File: config.mk
export PLATFORM = sky130hd
export DESIGN_NAME = dapt_top
export DESIGN_NICKNAME = d
export VERILOG_FILES = /design/src/core/dapt_pkg.sv /design/src/core/dapt_top.sv
export SDC_FILE = /design/constraint.sdc
export NUM_CORES = 1
export LEC_CHECK = 0
export BUFFER_PORTS_ARGS = -buffer_cell sky130_fd_sc_hd__buf_4
export CAP_MARGIN = 5
export CORE_MARGIN = 8
export CORE_UTILIZATION = 59
export CTS_BUF_LIST = sky130_fd_sc_hd__clkbuf_8
export DETAILED_ROUTE_END_ITERATION = 8
export GPL_ROUTABILITY_DRIVEN = 0
export PLACE_DENSITY = 0.82
export SLEW_MARGIN = 10
export SYNTH_ARGS = -nofsm -noshare
export SYNTH_HDL_FRONTEND = slang
export SYNTH_SLANG_ARGS = --single-unit
export TNS_END_PERCENT = 50
File: constraint.sdc
create_clock -name clk_sys -period 3.75 [get_ports clk_sys]
set_input_delay 0.375 -clock clk_sys [delete_from_list [all_inputs] [get_ports clk_sys]]
set_output_delay 0.375 -clock clk_sys [all_outputs]
set_load 0.005 [all_outputs]
File: src/core/dapt_pkg.sv
package dapt_pkg;
  // word indices on the avalon slave (byte address = 4 * index)
  localparam logic [2:0] DAPT_IDX_MODE = 3'h0;
  localparam logic [2:0] DAPT_IDX_PER_A = 3'h1;
  localparam logic [2:0] DAPT_IDX_PER_B = 3'h2;
  localparam logic [2:0] DAPT_IDX_ON_A = 3'h3;
  localparam logic [2:0] DAPT_IDX_ON_B = 3'h4;
  localparam logic [2:0] DAPT_IDX_PINSEL = 3'h5;
  localparam logic [2:0] DAPT_IDX_GPIOHI = 3'h6;
  localparam logic [2:0] DAPT_IDX_STATUS = 3'h7;
  // field positions
  localparam int DAPT_MODE_BIT = 8;
  localparam int DAPT_PIN_B_BIT = 7;
  localparam int DAPT_GPIOHI_SEL_BIT = 1;
  // reset values
  localparam logic DAPT_MODE_RST = 1'b0;
  localparam logic [7:0] DAPT_PER_RST = 8'hff;
  localparam logic [7:0] DAPT_ON_RST = 8'h00;
  localparam logic [7:0] DAPT_PINSEL_RST = 8'hff;
  localparam logic [1:0] DAPT_GPIOHI_RST = 2'h2;
  // time base: one unit is two core clocks
  localparam int DAPT_UNIT_CYCLES = 2;

  typedef struct packed {
    logic [2:0] address;
    logic read;
    logic write;
    logic [31:0] writedata;
  } dapt_req_type;

  typedef struct packed {
    logic mode_indep;
    logic [7:0] per_a;
    logic [7:0] per_b;
    logic [7:0] on_a;
    logic [7:0] on_b;
    logic [7:0] sh_a;
    logic [7:0] sh_b;
    logic [7:0] pin_sel;
    logic [1:0] gpio_hi;
    logic [7:0] cnt_a;
    logic [7:0] cnt_b;
    logic b_run;
    logic pre;
    logic out_a;
    logic out_b;
    logic pin_seven;
    logic pin_eight;
    logic rd_ack;
    logic [31:0] rdata;
  } dapt_state_type;
endpackage

File: src/core/dapt_top.sv
`timescale 1ns/1ps
module dapt_top
  import dapt_pkg::*;
(
  input wire logic clk_sys,
  input wire logic srst,
  input wire logic [2:0] address,
  input wire logic read,
  input wire logic write,
  input wire logic [31:0] writedata,
  output logic [31:0] readdata,
  output logic waitrequest,
  input wire logic gpio_line_seven_out,
  input wire logic gpio_line_eight_out,
  output logic pwm_out_a,
  output logic pwm_out_b,
  output logic pin_line_seven,
  output logic pin_line_eight
);

  dapt_state_type s_q;
  dapt_state_type s_d;
  dapt_req_type req;
  logic wr_en;
  logic wr_per;
  logic tick;
  logic wrap_a;
  logic wrap_b;
  logic start_b;

  assign req = '{address: address, read: read, write: write, writedata: writedata};
  assign waitrequest = req.read & ~s_q.rd_ack;
  assign readdata = s_q.rdata;
  assign pwm_out_a = s_q.out_a;
  assign pwm_out_b = s_q.out_b;
  assign pin_line_seven = s_q.pin_seven;
  assign pin_line_eight = s_q.pin_eight;

  function automatic logic [31:0] read_mux(input dapt_state_type s, input logic [2:0] idx);
    logic [31:0] r;
    r = 32'h0;
    case (idx)
      DAPT_IDX_MODE: r[DAPT_MODE_BIT] = s.mode_indep;
      DAPT_IDX_PER_A: r[7:0] = s.per_a;
      DAPT_IDX_PER_B: r[7:0] = s.per_b;
      DAPT_IDX_ON_A: r[7:0] = s.on_a;
      DAPT_IDX_ON_B: r[7:0] = s.on_b;
      DAPT_IDX_PINSEL: r[7:0] = s.pin_sel;
      DAPT_IDX_GPIOHI: r[1:0] = s.gpio_hi;
      DAPT_IDX_STATUS: r = {12'h0, s.b_run, s.out_b, s.out_a, s.pre, s.cnt_b, s.cnt_a};
      default: r = 32'h0;
    endcase
    return r;
  endfunction

  function automatic logic is_idx(input dapt_req_type r, input logic [2:0] idx);
    return r.write && (r.address == idx);
  endfunction

  always_comb begin
    s_d = s_q;
    wr_en = req.write & ~req.read;
    wr_per = wr_en && (is_idx(req, DAPT_IDX_PER_A) || is_idx(req, DAPT_IDX_PER_B));
    // one unit every DAPT_UNIT_CYCLES clocks
    tick = s_q.pre;
    wrap_a = tick && (s_q.cnt_a == s_q.per_a);
    wrap_b = tick && (s_q.cnt_b == s_q.per_b);
    // offset mode: second output starts when first reaches offset plus one units
    start_b = tick && !wrap_a && (s_q.cnt_a == s_q.per_b);
    // register writes
    if (wr_en) begin
      if (is_idx(req, DAPT_IDX_MODE)) begin
        s_d.mode_indep = req.writedata[DAPT_MODE_BIT];
      end
      if (is_idx(req, DAPT_IDX_PER_A)) begin
        s_d.per_a = req.writedata[7:0];
      end
      if (is_idx(req, DAPT_IDX_PER_B)) begin
        s_d.per_b = req.writedata[7:0];
      end
      if (is_idx(req, DAPT_IDX_ON_A)) begin
        s_d.on_a = req.writedata[7:0];
      end
      if (is_idx(req, DAPT_IDX_ON_B)) begin
        s_d.on_b = req.writedata[7:0];
      end
      if (is_idx(req, DAPT_IDX_PINSEL)) begin
        s_d.pin_sel = req.writedata[7:0];
      end
      if (is_idx(req, DAPT_IDX_GPIOHI)) begin
        s_d.gpio_hi = req.writedata[1:0];
      end
    end
    // time base and counters
    if (wr_per) begin
      s_d.pre = 1'b0;
      s_d.cnt_a = 8'h00;
      s_d.cnt_b = 8'h00;
      s_d.sh_a = s_d.on_a;
      s_d.sh_b = s_d.on_b;
      s_d.b_run = s_q.mode_indep;
    end else begin
      s_d.pre = ~s_q.pre;
      if (wrap_a) begin
        s_d.cnt_a = 8'h00;
        s_d.sh_a = s_q.on_a;
      end else if (tick) begin
        s_d.cnt_a = s_q.cnt_a + 8'h01;
      end
      if (s_q.mode_indep) begin
        s_d.b_run = 1'b1;
        if (wrap_b) begin
          s_d.cnt_b = 8'h00;
          s_d.sh_b = s_q.on_b;
        end else if (tick) begin
          s_d.cnt_b = s_q.cnt_b + 8'h01;
        end
      end else begin
        // shared period: second counter restarts once per first-counter cycle if per_b is below per_a
        if (start_b) begin
          s_d.cnt_b = 8'h00;
          s_d.sh_b = s_q.on_b;
          s_d.b_run = 1'b1;
        end else if (tick && s_q.cnt_b != 8'hff) begin
          s_d.cnt_b = s_q.cnt_b + 8'h01;
        end
      end
    end
    // outputs high for on-time units from cycle start; over-range is always high except output b in offset mode, output b only once b_run is set
    s_d.out_a = s_d.cnt_a < s_d.sh_a;
    s_d.out_b = s_d.b_run && (s_d.cnt_b < s_d.sh_b);
    // pin multiplexing
    s_d.pin_seven = s_q.pin_sel[DAPT_PIN_B_BIT] ? gpio_line_seven_out : s_q.out_b;
    s_d.pin_eight = s_q.gpio_hi[DAPT_GPIOHI_SEL_BIT] ? gpio_line_eight_out : s_q.out_a;
    // avalon read: one wait cycle, data registered
    if (s_q.rd_ack) begin
      s_d.rd_ack = 1'b0;
    end else if (req.read) begin
      s_d.rd_ack = 1'b1;
      s_d.rdata = read_mux(s_q, req.address);
    end
    if (srst) begin
      s_d = '0;
      s_d.mode_indep = DAPT_MODE_RST;
      s_d.per_a = DAPT_PER_RST;
      s_d.per_b = DAPT_PER_RST;
      s_d.on_a = DAPT_ON_RST;
      s_d.on_b = DAPT_ON_RST;
      s_d.sh_a = DAPT_ON_RST;
      s_d.sh_b = DAPT_ON_RST;
      s_d.pin_sel = DAPT_PINSEL_RST;
      s_d.gpio_hi = DAPT_GPIOHI_RST;
    end
  end

  always_ff @(posedge clk_sys) begin
    s_q <= s_d;
  end

  logic past_srst;
  always_ff @(posedge clk_sys) begin
    past_srst <= srst;
  end
endmodule

After elaboration in Yosys (flattened, before gate mapping)
Cells that the tools add are included.

operators by class
  $add $sub $neg = 2
  order comparisons = 2
  eq/ne operators = 11
  mux-type cells = 24
  bitwise operators = 5
  reduce and logical (&&, ||, !) cells = 25

operators by type and width
  operator                                       count
  2-to-1 mux 8 bit                               12
  one-hot mux 6 bit (6 select lines)             1
  2-to-1 mux 33 bit                              1
  2-to-1 mux 16 bit                              2
  == test 8 bit                                  3
  2-to-1 mux 18 bit                              1
  adder 8 x 1 -> 8 bit, second input constant    2
  less-than comparator 8 bit                     2
  logical AND 1 bit                              14
  one-hot mux 2 bit (7 select lines)             1
  == test 3 bit, second input constant           4
  AND reduction 2 bit                            6
  2-to-1 mux 11 bit                              1
  2-to-1 mux 9 bit                               1
  inequality test 8 bit, second input constant   1
  == test 3 x 2 -> 1 bit, second input constant  2
  OR reduction 2 bit                             2
  == test 3 x 1 -> 1 bit, second input constant  1
  logical NOT 3 bit                              1
  2-to-1 mux 1 bit                               3
  inverter 1 bit                                 3
  bitwise AND 1 bit                              2
  one-hot mux 1 bit (2 select lines)             1
  logical NOT 1 bit                              1
  logical OR 1 bit                               1

word-level totals
  flip-flop bits (word level) = 114
  input bits = 41

Longest topological paths before layout
  word-level depth = 10
  gate-level depth with buffers = 15
  gate-level depth less buffers = 13

Least setup slack after synthesis
OpenSTA, ideal clock, no wires.

  path kind = reg2reg
  start = register s_q[51] (netlist bit)
  end = register s_q, in the netlist pwm_out_b
  setup time = 0.058 ns
  arrival = 2.920 ns
  data required time = 3.692 ns
  path slack = 0.772 ns
  cell stages (with the launch flop) = 16
  path buffers = 3
  period minus slack after synthesis = 2.978 ns
  cell sequence = dfxtp_1 -> buf_6 -> xor2_1 -> nor4_4 -> a2111oi_4 -> a211o_1 -> buf_6 -> buf_6 -> nor2_1 -> ha_1 -> a21o_1 -> a21oi_1 -> o22ai_1 -> or3_1 -> a21oi_1 -> o211a_1

on the way
  cells in the longest elaborated chain, start to end = 10
  elaborated cells between the ends (all ways) = 15
  those cells by class = order compare (1); eq/ne (2); mux (7); reduce/logical (5)

RTL lines
  element                                                        line             source
  start: declaration                                             dapt_top.sv:21   dapt_state_type s_q;
  start signal: assignment                                       dapt_top.sv:157  s_q <= s_d;
  == test 8 bit                                                  dapt_top.sv:66   wrap_a = tick && (s_q.cnt_a == s_q.per_a);
  logical AND 1 bit                                              dapt_top.sv:66
  logical NOT 1 bit                                              dapt_top.sv:69   start_b = tick && !wrap_a && (s_q.cnt_a == s_q.per_b);
  logical AND 1 bit                                              dapt_top.sv:69
  logical AND 1 bit *                                            dapt_top.sv:69
  2-to-1 mux 8 bit                                               dapt_top.sv:120  if (start_b) begin
  2-to-1 mux 9 bit / 2-to-1 mux 8 bit (equally long branches)    dapt_top.sv:110  if (s_q.mode_indep) begin
  2-to-1 mux 18 bit / 2-to-1 mux 16 bit (equally long branches)  dapt_top.sv:95   if (wr_per) begin
  less-than comparator 8 bit                                     dapt_top.sv:131  s_d.out_b = s_d.b_run && (s_d.cnt_b < s_d.sh_b);
  logical AND 1 bit *                                            dapt_top.sv:131

Mark *: on every way between the ends. The rest lies on a longest branch, timed or not.
A chain may end at the register's enable or synchronous reset.

Final worst setup path
  start = register s_q[48] (netlist bit)
  end = register s_q, in the netlist pwm_out_b

The elaborated chain is that of the path after synthesis.

==> qor.yml <==
clock_network:
  clock-root-buffer: "clkbuf_8"
  cts_tree: "built"
  clk_latency_ns: 0.38
  clk_pin_slew_worst_paths_ns: 0.10
  h-tree-depth: 3
  numCtsBuffers: 9
  postCtsSetupRepairBufs: 0
  clockBufferDepth: 2
  cts_sinks: 102
  cts_hold_buf: 0
  cts_resized: 0
synthesis:
  synthTopCellsByArea: "dfxtp_1 39%, mux2i_1 6.0%, nand2_1 5.5%"
  synth.avg_cell_area_um2: 8.54
  synth_top_area_share: 0.385
  ys_ff_latch: 102
  syn_area_mm2: 0.00530
  synth_top_area_cell: "dfxtp_1"
  synthDistinctLibCells: 57
  yosys_warnings: 0
  ys_seq_area_frac: 0.385
  synthArstFlopShare: 0
  synth_ff_type: "dfxtp_1"
  syn_inst: 621
  synth_edf_count: 0
pwr:
  switchingPower_uw: 547
  p_per_area_mw_per_mm2: 386
  combPwrFrac: 0.099
  clkPwrFrac: 0.384
  switching_share: 0.250
  ir_drop_uv: 309
  leakagePower_nw: 2.39
  power.internal_mw: 1.64
  seq_power_share: 0.517
timing:
  slew_headroom: 0.373
  max_freq_mhz: 286
  hold_viol_final: 0
  worst_hold_slack_ns: 0.235
  clock_skew_ns: 0.0102
  min_period_ns: 3.49
  min_period_over_period: 0.932
  rsz0062_at_grt: "false"
  final_max_slew_viol_count: 0
  fin_tns_setup_ns: 0
  setup_viol: 0
  worst_pin_slew_ns: 0.932
job:
  drv_cap: 0
worst_setup_path:
  crit_type: "register to register"
  startpoint_type: "register"
  cp_top_family: "compound AO/OA/AOI/OAI gates"
  worst_setup_path_end_kind: "register"
  critPathSlowestCell: "dfxtp_1"
  crit_chain: "xor2_1, nor4_4, a2111oi_4, a211o_1, buf_4, mux2i_1, ha_1, nand4_1, o22ai_1, or3_1, a21oi_1, o211a_1"
  worst-path-max-fanout: 15
  arrival_ns: 3.82
  critPathBufInv: 1
  crit_path_max_incr_delay_ns: 0.48
  crit_required_ns: 4.08
grt:
  grt_overflow: 0
  grt_pass1_vias: 4134
  grt_max_degree: 101
  antenna_found_initial: 0
  grt.total_usage: 0.211
  grt_pass1_wl_um: 21500
place:
  dp_hpwl_um: 9460
  port_buffers: 42
  placed_cell_area_mm2: 0.00542
detailed_routing:
  ant_nets: 0
  drt_iter0_markers: 380
  routed_wl_um: 13200
  first_pass_iters: 5
  wl_per_cell_um: 18.0
  vias_per_cell: 6.04
  drcViolationCount: 0
  num_vias: 4415
layout:
  fillers: 719
  final_util: 0.649
  drive_above_1_share: 0.127
  fin_nets: 675
  diodes: 0
  areaGrowthSynthToFinish_pct: 6.75
  final_area_mm2: 0.00566
status:
  status: "completed"
die:
  ios: 78
  core_region_area_mm2: 0.00872
  chipHeight_um: 111
  fp-row-count: 34
  die-width_um: 111
  start_util: 0.608
  die_area_mm2: 0.0123
min_path:
  hold_class: "primary input to register"
## area by class of cell
class	instances	area, um2	area share
clock buffers	9	124	0.0219
clock inverters	7	120	0.0212
inverters	6	22.5	0.00398
multi-input cells	451	2860	0.505
flip-flops and latches	102	2040	0.361
well taps	108	135	0.0239
repair buffers	48	360	0.0637
## through the flow
stage | power [mW] | std cells | setup slack [ns]
floorplan | 1.31 | 632 | 0.772
global placement | 1.36 | 715 | 0.366
detailed placement | 1.37 | 715 | 0.315
CTS | 2.19 | 731 | 0.281
global route | 2.26 | 731 | 0.0131
finish | 2.19 | 731 | 0.256
## cells in the mapped netlist (2+ instances only)
cell        n
a211oi_1    7
a21o_1      4
a21oi_1    32
a22o_1      3
a22oi_1    16
a41oi_1     2
and2_1      2
and3_1      7
and4_1      2
buf_1       3
buf_2       4
buf_4      32
buf_6       3
clkbuf_1   30
dfxtp_1   102
ha_1       16
inv_1       6
mux2_2      7
mux2i_1    32
mux4_2      2
nand2_1    77
nand2b_1    3
nand3_1    20
nand3b_1   24
nand4_1     8
nor2_1     75
nor2b_1    11
nor3_1     16
nor4_1      2
nor4_4      2
o21a_1      2
o21ai_0    11
o22ai_1     2
or3_1       3
xnor2_1    19
xor2_1     13
## placed cells by master, fill, tap and decap left out, drive strengths merged, types with 2 or more instances in the layout
cell	synthesis	final
a211oi	7	7
a21o	4	4
a21oi	32	32
a22o	3	3
a22oi	16	16
a41oi	2	2
and2	3	3
and3	7	7
and4	2	2
buf	42	48
bufinv	0	3
clkbuf	31	9
conb	1	12
dfxtp	102	102
ha	16	16
inv	6	8
mux2	8	8
mux2i	32	32
mux4	2	2
nand2	77	77
nand2b	3	3
nand3	20	20
nand3b	24	24
nand4	8	8
nor2	75	75
nor2b	11	11
nor3	16	16
nor4	4	4
o21a	2	2
o21ai	11	11
o22ai	2	2
or3	3	3
xnor2	19	19
xor2	13	13
## power by group through the flow
stage / combinational (mW) / clock (mW) / sequential [mW]
6_report: 0.217 / 0.839 / 1.13
5_1_grt: 0.237 / 0.890 / 1.13
4_1_cts: 0.213 / 0.849 / 1.13
3_5_place_dp: 0.211 / 0 / 1.16
3_3_place_gp: 0.204 / 0 / 1.15
2_1_floorplan: 0.169 / 0 / 1.14
## cell families after synthesis
| kind of cell | share of synthesized area |
|---|---|
| buf+inv | 0.0840 |
| simple gates | 0.235 |
| fa+ha+maj | 0.0378 |
| flops | 0.385 |
| compound gates | 0.118 |
| other cells | 0.000707 |
| xor+xnor | 0.0529 |
| mux | 0.0866 |
## metal layers
metal | vias to the layer above | global-route usage | share of wire
li1 | 2095 | - | -
met1 | 2074 | 0.263 | 0.43
met2 | 206 | 0.327 | 0.45
met3 | 40 | 0.0525 | 0.084
met4 | 0 | 0.113 | 0.041
met5 | - | 0 | 0
## worst min-delay path: stages
cell,delay (ns)
buf_4,0.08
mux2i_1,0.05
nor2_1,0.07
## registers in the layout, summed over array words and instances, names as in the netlist
register / flops
pin_line_eight: 1
s_q: 77
pwm_out_a: 1
pin_line_seven: 1
pwm_out_b: 1
tick: 1
readdata: 20
## worst paths after layout
kind	startpoint	to	slack [ns]	depth (start not counted)
max	s_q[48]	pwm_out_b	0.26	12
min	gpio_line_seven_out	pin_line_seven	0.23	3
max reg2reg	s_q[48]	pwm_out_b	0.26	12
min reg2reg	readdata[6]	readdata[6]	0.46	2
Note: power is estimated with default switching activity, not from simulation.
